**src/hdl/seq_pkg.sv**
```systemverilog
// Purpose: Constants and types for the instruction sequencing block
// Assumes: One core clock, asynchronous active-low reset
// Notes:   Register offsets are byte addresses on the plain register port
//
// Behaviour
// - Ten-bit pointer, two-bit high, eight-bit low
// - Sequential execution advances pointer by one
// - Call or jump loads ten-bit destination
// - True skip condition advances pointer by two
// - Bit test skips when bit matches form
// - Compare skips when accumulator equals operand
// - Increment skip only on 0xFF to 0x00
// - Decrement skip only on 0x01 to 0x00
// - Inc/dec skip decided on written result
// - Adds into low byte carry to high
// - Borrow from low byte leaves high unchanged
// - Move into low byte keeps high page
// - Two eight-bit read/write pointer registers
// - Indirect port address is bank and offset
// - Table read addresses program memory by pointers
// - Table read: high byte to register, low to accumulator
// - Eight-bit read/write table high byte register
package seq_pkg;

   // ****************************************
   // Register offsets
   // ****************************************
   localparam logic [7:0] ADDR_TABLE_HIGH  = 8'h82;
   localparam logic [7:0] ADDR_RAM_OFFSET  = 8'h83;
   localparam logic [7:0] ADDR_RAM_BANK    = 8'h84;
   localparam logic [7:0] ADDR_IP_LOW      = 8'hCE;
   localparam logic [7:0] ADDR_IP_HIGH     = 8'hCF;

   // ****************************************
   // Widths and reset values
   // ****************************************
   localparam int         IP_W             = 10;
   localparam int         IP_HIGH_W        = 2;
   localparam logic [9:0] IP_RESET         = 10'h000;
   localparam logic [9:0] IP_STEP          = 10'h001;
   localparam logic [9:0] IP_SKIP_STEP     = 10'h002;
   localparam logic [7:0] INC_WRAP_RESULT  = 8'h00;
   localparam logic [7:0] DEC_WRAP_RESULT  = 8'h00;

   // ****************************************
   // Operation classes from the decoder
   // ****************************************
   typedef enum logic [3:0] {
      OP_NONE       = 4'h0,
      OP_SEQ        = 4'h1,
      OP_JUMP       = 4'h3,
      OP_CMP_SKIP   = 4'h2,
      OP_INC_SKIP   = 4'h6,
      OP_DEC_SKIP   = 4'h7,
      OP_BIT0_SKIP  = 4'h5,
      OP_BIT1_SKIP  = 4'h4,
      OP_IPL_ADD    = 4'hC,
      OP_TABLE_READ = 4'hD
   } op_t;

   // Sequencer command issued once per executed instruction
   typedef struct packed {
      logic       exec;
      op_t        op;
      logic [9:0] target;
      logic [7:0] acc;
      logic [7:0] operand;
      logic [7:0] result;
      logic       tested_bit;
      logic [7:0] add_value;
      logic       add_carry_in;
   } seq_cmd_t;

   typedef struct packed {
      logic       wr;
      logic       rd;
      logic [7:0] addr;
      logic [7:0] wdata;
   } reg_req_t;

endpackage

```
**src/hdl/seq_core.sv**
```systemverilog
// Purpose: Instruction pointer, RAM pointers and table high byte
// Assumes: Decoder gives one command per executed instruction
// Notes:   Register writes and commands in one cycle: register write wins
`timescale 1ns/1ps
module seq_core (
   // Clock and reset
   input  wire logic              clk_sys,
   input  wire logic              reset_n,
   // Sequencer command and table word
   input  wire seq_pkg::seq_cmd_t cmd,
   input  wire logic [15:0]       table_word,
   // Register port
   input  wire seq_pkg::reg_req_t req,
   output logic [7:0]             rdata,
   // Addresses and table low byte out
   output logic [9:0]             fetch_addr,
   output logic [15:0]            ram_addr,
   output logic [15:0]            table_addr,
   output logic [7:0]             table_low_byte,
   output logic                   table_low_valid
);

   // ****************************************
   // State
   // ****************************************
   logic [9:0]  ip_r,     ip_nxt;
   logic [7:0]  thb_r,    thb_nxt;
   logic [7:0]  roff_r,   roff_nxt;
   logic [7:0]  rbank_r,  rbank_nxt;
   logic [7:0]  rdata_r,  rdata_nxt;
   logic [7:0]  tlow_r,   tlow_nxt;
   logic        tval_r,   tval_nxt;
   logic        skip;
   logic [8:0]  low_sum;

   skip_eval i_skip_eval (
      .cmd  (cmd),
      .skip (skip)
   );

   function automatic logic [7:0] read_mux(input logic [7:0] a, input logic [9:0] ip,
                                           input logic [7:0] t, input logic [7:0] o,
                                           input logic [7:0] b);
      case (a)
         seq_pkg::ADDR_TABLE_HIGH: read_mux = t;
         seq_pkg::ADDR_RAM_OFFSET: read_mux = o;
         seq_pkg::ADDR_RAM_BANK:   read_mux = b;
         seq_pkg::ADDR_IP_LOW:     read_mux = ip[7:0];
         seq_pkg::ADDR_IP_HIGH:    read_mux = {6'h00, ip[9:8]};
         default:                  read_mux = 8'h00;
      endcase
   endfunction

   // ****************************************
   // Next state
   // ****************************************
   always_comb begin
      ip_nxt    = ip_r;
      thb_nxt   = thb_r;
      roff_nxt  = roff_r;
      rbank_nxt = rbank_r;
      tlow_nxt  = tlow_r;
      tval_nxt  = 1'b0;
      rdata_nxt = req.rd ? read_mux(req.addr, ip_r, thb_r, roff_r, rbank_r) : 8'h00;
      low_sum   = 9'(ip_r[7:0]) + 9'(cmd.add_value) + 9'(cmd.add_carry_in);
      if (cmd.exec) begin
         case (cmd.op)
            seq_pkg::OP_JUMP:   ip_nxt = cmd.target;
            // Carry only ever moves the high part up; no borrow path
            seq_pkg::OP_IPL_ADD: ip_nxt = {ip_r[9:8] + {1'b0, low_sum[8]},
                                           low_sum[7:0]};
            seq_pkg::OP_TABLE_READ: begin
               thb_nxt  = table_word[15:8];
               tlow_nxt = table_word[7:0];
               tval_nxt = 1'b1;
               ip_nxt   = ip_r + seq_pkg::IP_STEP;
            end
            default: begin
               // Ten-bit sum wraps naturally past the top word
               ip_nxt = ip_r + (skip ? seq_pkg::IP_SKIP_STEP
                                     : seq_pkg::IP_STEP);
            end
         endcase
      end
      if (req.wr) begin
         case (req.addr)
            seq_pkg::ADDR_TABLE_HIGH: thb_nxt   = req.wdata;
            seq_pkg::ADDR_RAM_OFFSET: roff_nxt  = req.wdata;
            seq_pkg::ADDR_RAM_BANK:   rbank_nxt = req.wdata;
            seq_pkg::ADDR_IP_LOW:     ip_nxt    = {ip_r[9:8], req.wdata};
            seq_pkg::ADDR_IP_HIGH:    ip_nxt    = {req.wdata[1:0], ip_r[7:0]};
            default:                  ;
         endcase
      end
   end

   // ****************************************
   // Registers
   // ****************************************
   always_ff @(posedge clk_sys or negedge reset_n) begin
      if (!reset_n) begin
         ip_r    <= seq_pkg::IP_RESET;
         rdata_r <= 8'h00;
         tval_r  <= 1'b0;
         tlow_r  <= 8'h00;
      end else begin
         ip_r    <= ip_nxt;
         rdata_r <= rdata_nxt;
         tval_r  <= tval_nxt;
         tlow_r  <= tlow_nxt;
      end
   end

   // Left unreset on purpose: contents undefined until written
   always_ff @(posedge clk_sys) begin
      thb_r   <= thb_nxt;
      roff_r  <= roff_nxt;
      rbank_r <= rbank_nxt;
   end

   assign rdata           = rdata_r;
   assign fetch_addr      = ip_r;
   assign ram_addr        = {rbank_r, roff_r};
   assign table_addr      = {rbank_r, roff_r};
   assign table_low_byte  = tlow_r;
   assign table_low_valid = tval_r;

endmodule

```
**src/hdl/skip_eval.sv**
```systemverilog
// Purpose: Decides whether a skip-capable operation skips the next word
// Assumes: Result already computed by the datapath
// Notes:   Purely combinational
`timescale 1ns/1ps
module skip_eval (
   // Command
   input  wire seq_pkg::seq_cmd_t cmd,
   // Decision
   output logic                   skip
);
   always_comb begin
      case (cmd.op)
         seq_pkg::OP_CMP_SKIP:  skip = (cmd.acc == cmd.operand);
         seq_pkg::OP_INC_SKIP:  skip = (cmd.result == seq_pkg::INC_WRAP_RESULT);
         seq_pkg::OP_DEC_SKIP:  skip = (cmd.result == seq_pkg::DEC_WRAP_RESULT)
                                      && (cmd.operand != seq_pkg::DEC_WRAP_RESULT);
         seq_pkg::OP_BIT0_SKIP: skip = !cmd.tested_bit;
         seq_pkg::OP_BIT1_SKIP: skip = cmd.tested_bit;
         default:               skip = 1'b0;
      endcase
   end
endmodule

```
**config.mk**
```make
export PLATFORM = sky130hd
export DESIGN_NAME = seq_core
export DESIGN_NICKNAME = d
export VERILOG_FILES = /design/src/hdl/seq_pkg.sv /design/src/hdl/seq_core.sv /design/src/hdl/skip_eval.sv
export SDC_FILE = /design/constraint.sdc
export NUM_CORES = 1
export LEC_CHECK = 0
export BUFFER_PORTS_ARGS = -buffer_cell sky130_fd_sc_hd__buf_2
export CORE_UTILIZATION = 52
export DETAILED_ROUTE_END_ITERATION = 10
export PLACE_DENSITY_LB_ADDON = 0.3
export SLEW_MARGIN = 10
export SYNTH_ARGS = -nofsm -noshare
export SYNTH_HDL_FRONTEND = slang
export SYNTH_SLANG_ARGS = --single-unit
export TNS_END_PERCENT = 30
```
**constraint.sdc**
```tcl
create_clock -name clk_sys -period 5.7 [get_ports clk_sys]
set_input_delay 1.425 -clock clk_sys [delete_from_list [all_inputs] [get_ports clk_sys]]
set_output_delay 1.425 -clock clk_sys [all_outputs]
set_load 0.02 [all_outputs]
```
==> qor.csv <==
stage,metric,value,unit
yosys,"EDFF count, synth",16,
worst_setup_path,Worst R2R Setup Slack,2690,ps
worst_setup_path,reg2reg start,fetch_addr[0]$_DFFE_PN0P_,
yosys,Mapped Avg Cell Area,9.64,um2
timing,Slew Limit Fails,0,
clock_network,CTS H-tree lvls,2,
power,combinational power share,36.5,%
global_route,first-pass GRT wire length,14.0,mm
timing,worst setup margin,1890,ps
timing,final hold violations,0,
yosys,top_reg_cell synth,dfrtp_1,
clock_network,CTS tree,built,
place,Post-DP Area,0.00398,mm2
yosys,Yosys top cell area share,20.2,%
route,Routed Antenna Nets,0,
worst_setup_path,CP Data Required Time,5880,ps
clock_network,Post-CTS Setup Inserts,0,
route,DR vias,3178,
die,Starting Density,55.2,%
place,gpl congestion,0.883,
route,routed wire length,9.12,mm
power,Pwr Density,290,mW/mm2
worst_setup_path,CP Class,in2reg,
global_route,largest net degree at the start of global routing,28,
timing,slew margin rel.,55.1,%
global_route,Tot GR Track Use,27.5,%
die,row cnt,28,
hold_path,hold crit path type,reg2reg,
power,Pleak,1.92,nW
route,1st-pass router iterations,5,
route,DR DRC count,0,
global_route,initial antenna violation count,0,
global_route,remaining global-route overflow,0,
yosys,#FFs+latches synth,51,
cells_and_area,Area growth syn-to-layout,22.2,%
timing,setup violators final,0,
cells_and_area,Inserted Diodes,0,
power,P_int,0.750,mW
yosys,Cell variety after synth,64,
timing,fmax,263,MHz
timing,Final Skew,8.96,ps
timing,final hold slack,479,ps
place,Port Buffers,143,
timing,RSZ-0062 raised after global routing,no,
worst_setup_path,Setup crit start kind,primary input,
timing,Worst Max-Slew Pin Slew,673,ps
die,I/O Pins,144,
clock_network,# hold bufs at CTS,0,
worst_setup_path,largest delay contributor family on the critical path,compound AO/OA/AOI/OAI gates,
worst_setup_path,cells along the critical path,buf_2 -> fa_1 -> inv_1 -> fa_1 -> nor2b_1 -> o31a_1 -> o21a_1 -> o21ai_0 -> a21oi_1 -> ha_1 -> xor2_1 -> a22oi_1 -> nand2_1 -> o31ai_1 -> a31oi_1,
worst_setup_path,max incr delay on CP,460,ps
power,Clock power frac,21.1,%
die,die area,0.00676,mm2
worst_setup_path,CP Depth,15,
job,Max-cap violations,0,
yosys,Post-Syn Instances,347,
power,Net Switching,0.434,mW
clock_network,"Clk Latency, worst-skew pair",310,ps
worst_setup_path,slowest CP cell,fa_1,
worst_setup_path,reg2reg path depth,14,
yosys,most frequent cells after synthesis,"nand2_1, dfrtp_1, a21oi_1",
place,Placement Setup Slack,1610,ps
die,Die Width,82.2,um
yosys,Post-Syn Nets,445,
place,Placed Instances,539,
cells_and_area,Final nets,569,
worst_setup_path,Setup crit end,fetch_addr[9]$_DFFE_PN0P_,
yosys,"FFs w/ async S/R, synth",52.9,%
route,Iteration-0 DRC Markers,182,
worst_setup_path,CP Max Fanout,4,
die,Die Ht,82.2,um
worst_setup_path,CP most frequent cell,fa_1,
yosys,Synth area leader,dfrtp_1,
yosys,Synth Warn #,0,
power,sequential power share,42.4,%
worst_setup_path,Critical Path Sink Type,flop,
yosys,top post-synthesis cells by area,"dfrtp_1, edfxtp_1, nand2_1, dfxtp_1, buf_4",
worst_setup_path,Worst EP arrival,3990,ps
place,Post-DP HPWL,7.03,mm
route,vias per inst,5.81,
clock_network,clk buf depth,2,
yosys,top-count cell post-synth,nand2_1,
power,Peak VDD IR,0.253,mV
timing,period utilisation layout,66.8,%
worst_setup_path,Buffers & Inverters on Critical Path,2,
timing,Final TNS setup,0,ps
route,drt wl/cell,16.7,um
power,Sw Share,36.6,%
timing,minimum clock period,3810,ps
clock_network,clk sinks,51,
clock_network,post-CTS sizing,0,
yosys,sequential fraction of the synthesis area,39.3,%
worst_setup_path,Critical Path Source,cmd[0],
yosys,synthesized area,0.00335,mm2
clock_network,clock root cell,clkbuf_8,
worst_setup_path,capturing point of the worst reg2reg path,fetch_addr[9]$_DFFE_PN0P_,
status,status,finished clean,
cells_and_area,post-route insts no fill,547,
global_route,vias in the first global route,2915,
cells_and_area,"Design Area, Final",0.00409,mm2
cells_and_area,ratio of cells with drive above 1 in the final layout,36.2,%
clock_network,Num CTS Buffers,5,
die,Core Area,0.00606,mm2
clock_network,clock-pin slew on the worst setup and hold paths,90,ps
-- metrics by stage --
step,total power [mW],utilization [%]
after detailed placement,0.935,65.6
after floorplan,0.787,-
after global placement,0.921,65.6
final,1.18,67.4
after global routing,1.25,67.4
after CTS,1.18,67.4
-- cells by family (layout without fill, tap and decap cells) --
family,after synthesis,count (layout),share of synthesized area [%]
AND/OR/NAND/NOR,116,116,19.6
AO/OA/AOI/OAI,94,94,18.5
flip-flops,51,51,39.3
buffers and inverters,37,162,6.54
multiplexers,19,19,6.06
XOR/XNOR,17,17,4.45
adder cells (fa/ha/maj),13,13,5.53
-- area by class of cell --
type / count / area [um2]
fill: 509 / 1970
multi-input combinational: 259 / 1810
sequential: 51 / 1320
timing repair buffer: 143 / 716
tap: 75 / 93.8
clock buffer: 6 / 72.6
inverter: 11 / 41.3
clock inverter: 2 / 37.5
-- state kept, by name, summed over array words and instances, names as in the netlist --
name	count
fetch_addr	10
rbank_r	8
rdata	8
roff_r	8
table_low_byte	8
table_low_valid	1
thb_r	8
-- power by group through the flow --
stage / Sequential, mW / Combinational (mW) / Clock [mW]
3_5_place_dp: 0.506 / 0.430 / 0
5_1_grt: 0.508 / 0.478 / 0.266
6_report: 0.501 / 0.432 / 0.250
4_1_cts: 0.498 / 0.432 / 0.251
2_1_floorplan: 0.520 / 0.267 / 0
3_3_place_gp: 0.503 / 0.418 / 0
-- layout by cell type, fill, tap and decap left out, types with 4 or more instances in the layout --
| cell | instances |
|---|---|
| xnor2_1 | 7 |
| dfrtp_1 | 27 |
| o22ai_1 | 7 |
| nor4_1 | 6 |
| a221oi_1 | 6 |
| o21ai_0 | 8 |
| o21ai_1 | 11 |
| a21oi_1 | 23 |
| nor2_1 | 9 |
| xor2_1 | 10 |
| clkbuf_8 | 5 |
| a21o_1 | 6 |
| dfxtp_1 | 8 |
| nand2_1 | 52 |
| nand4_1 | 5 |
| mux2i_1 | 9 |
| and3_1 | 4 |
| inv_1 | 10 |
| a22oi_1 | 10 |
| edfxtp_1 | 16 |
| nand3_1 | 8 |
| ha_1 | 10 |
| mux2_2 | 10 |
| buf_2 | 143 |
-- worst min-delay path by stage --
| stage | start | slack, ps | end | cells after the start |
|---|---|---|---|---|
| global placement | table_low_byte[3]$_DFFE_PN0P_ | 450 | table_low_byte[3]$_DFFE_PN0P_ | 2 |
| CTS | table_low_byte[0]$_DFFE_PN0P_ | 480 | table_low_byte[0]$_DFFE_PN0P_ | 2 |
| detailed placement | table_low_byte[0]$_DFFE_PN0P_ | 460 | table_low_byte[0]$_DFFE_PN0P_ | 2 |
| floorplan | thb_r[0]$_DFF_P_ | 490 | thb_r[0]$_DFF_P_ | 2 |
| global route | table_low_byte[3]$_DFFE_PN0P_ | 510 | table_low_byte[3]$_DFFE_PN0P_ | 2 |
| finish | table_low_byte[3]$_DFFE_PN0P_ | 480 | table_low_byte[3]$_DFFE_PN0P_ | 2 |
-- tightest hold or removal path, cell delays in order (launching register included) --
cell and delay (ps):
dfrtp_1 350, nand2_1 50, nand2_1 50
-- metal layers --
metal  global-route usage [%]  up-vias  wire (um)
met5                        0        -          0
met4                     8.07        0        164
met3                     4.51       16        683
met2                     47.2      164       4430
met1                     35.5     1478       3850
li1                         -     1520          -
(Power assumes the default switching activity.)
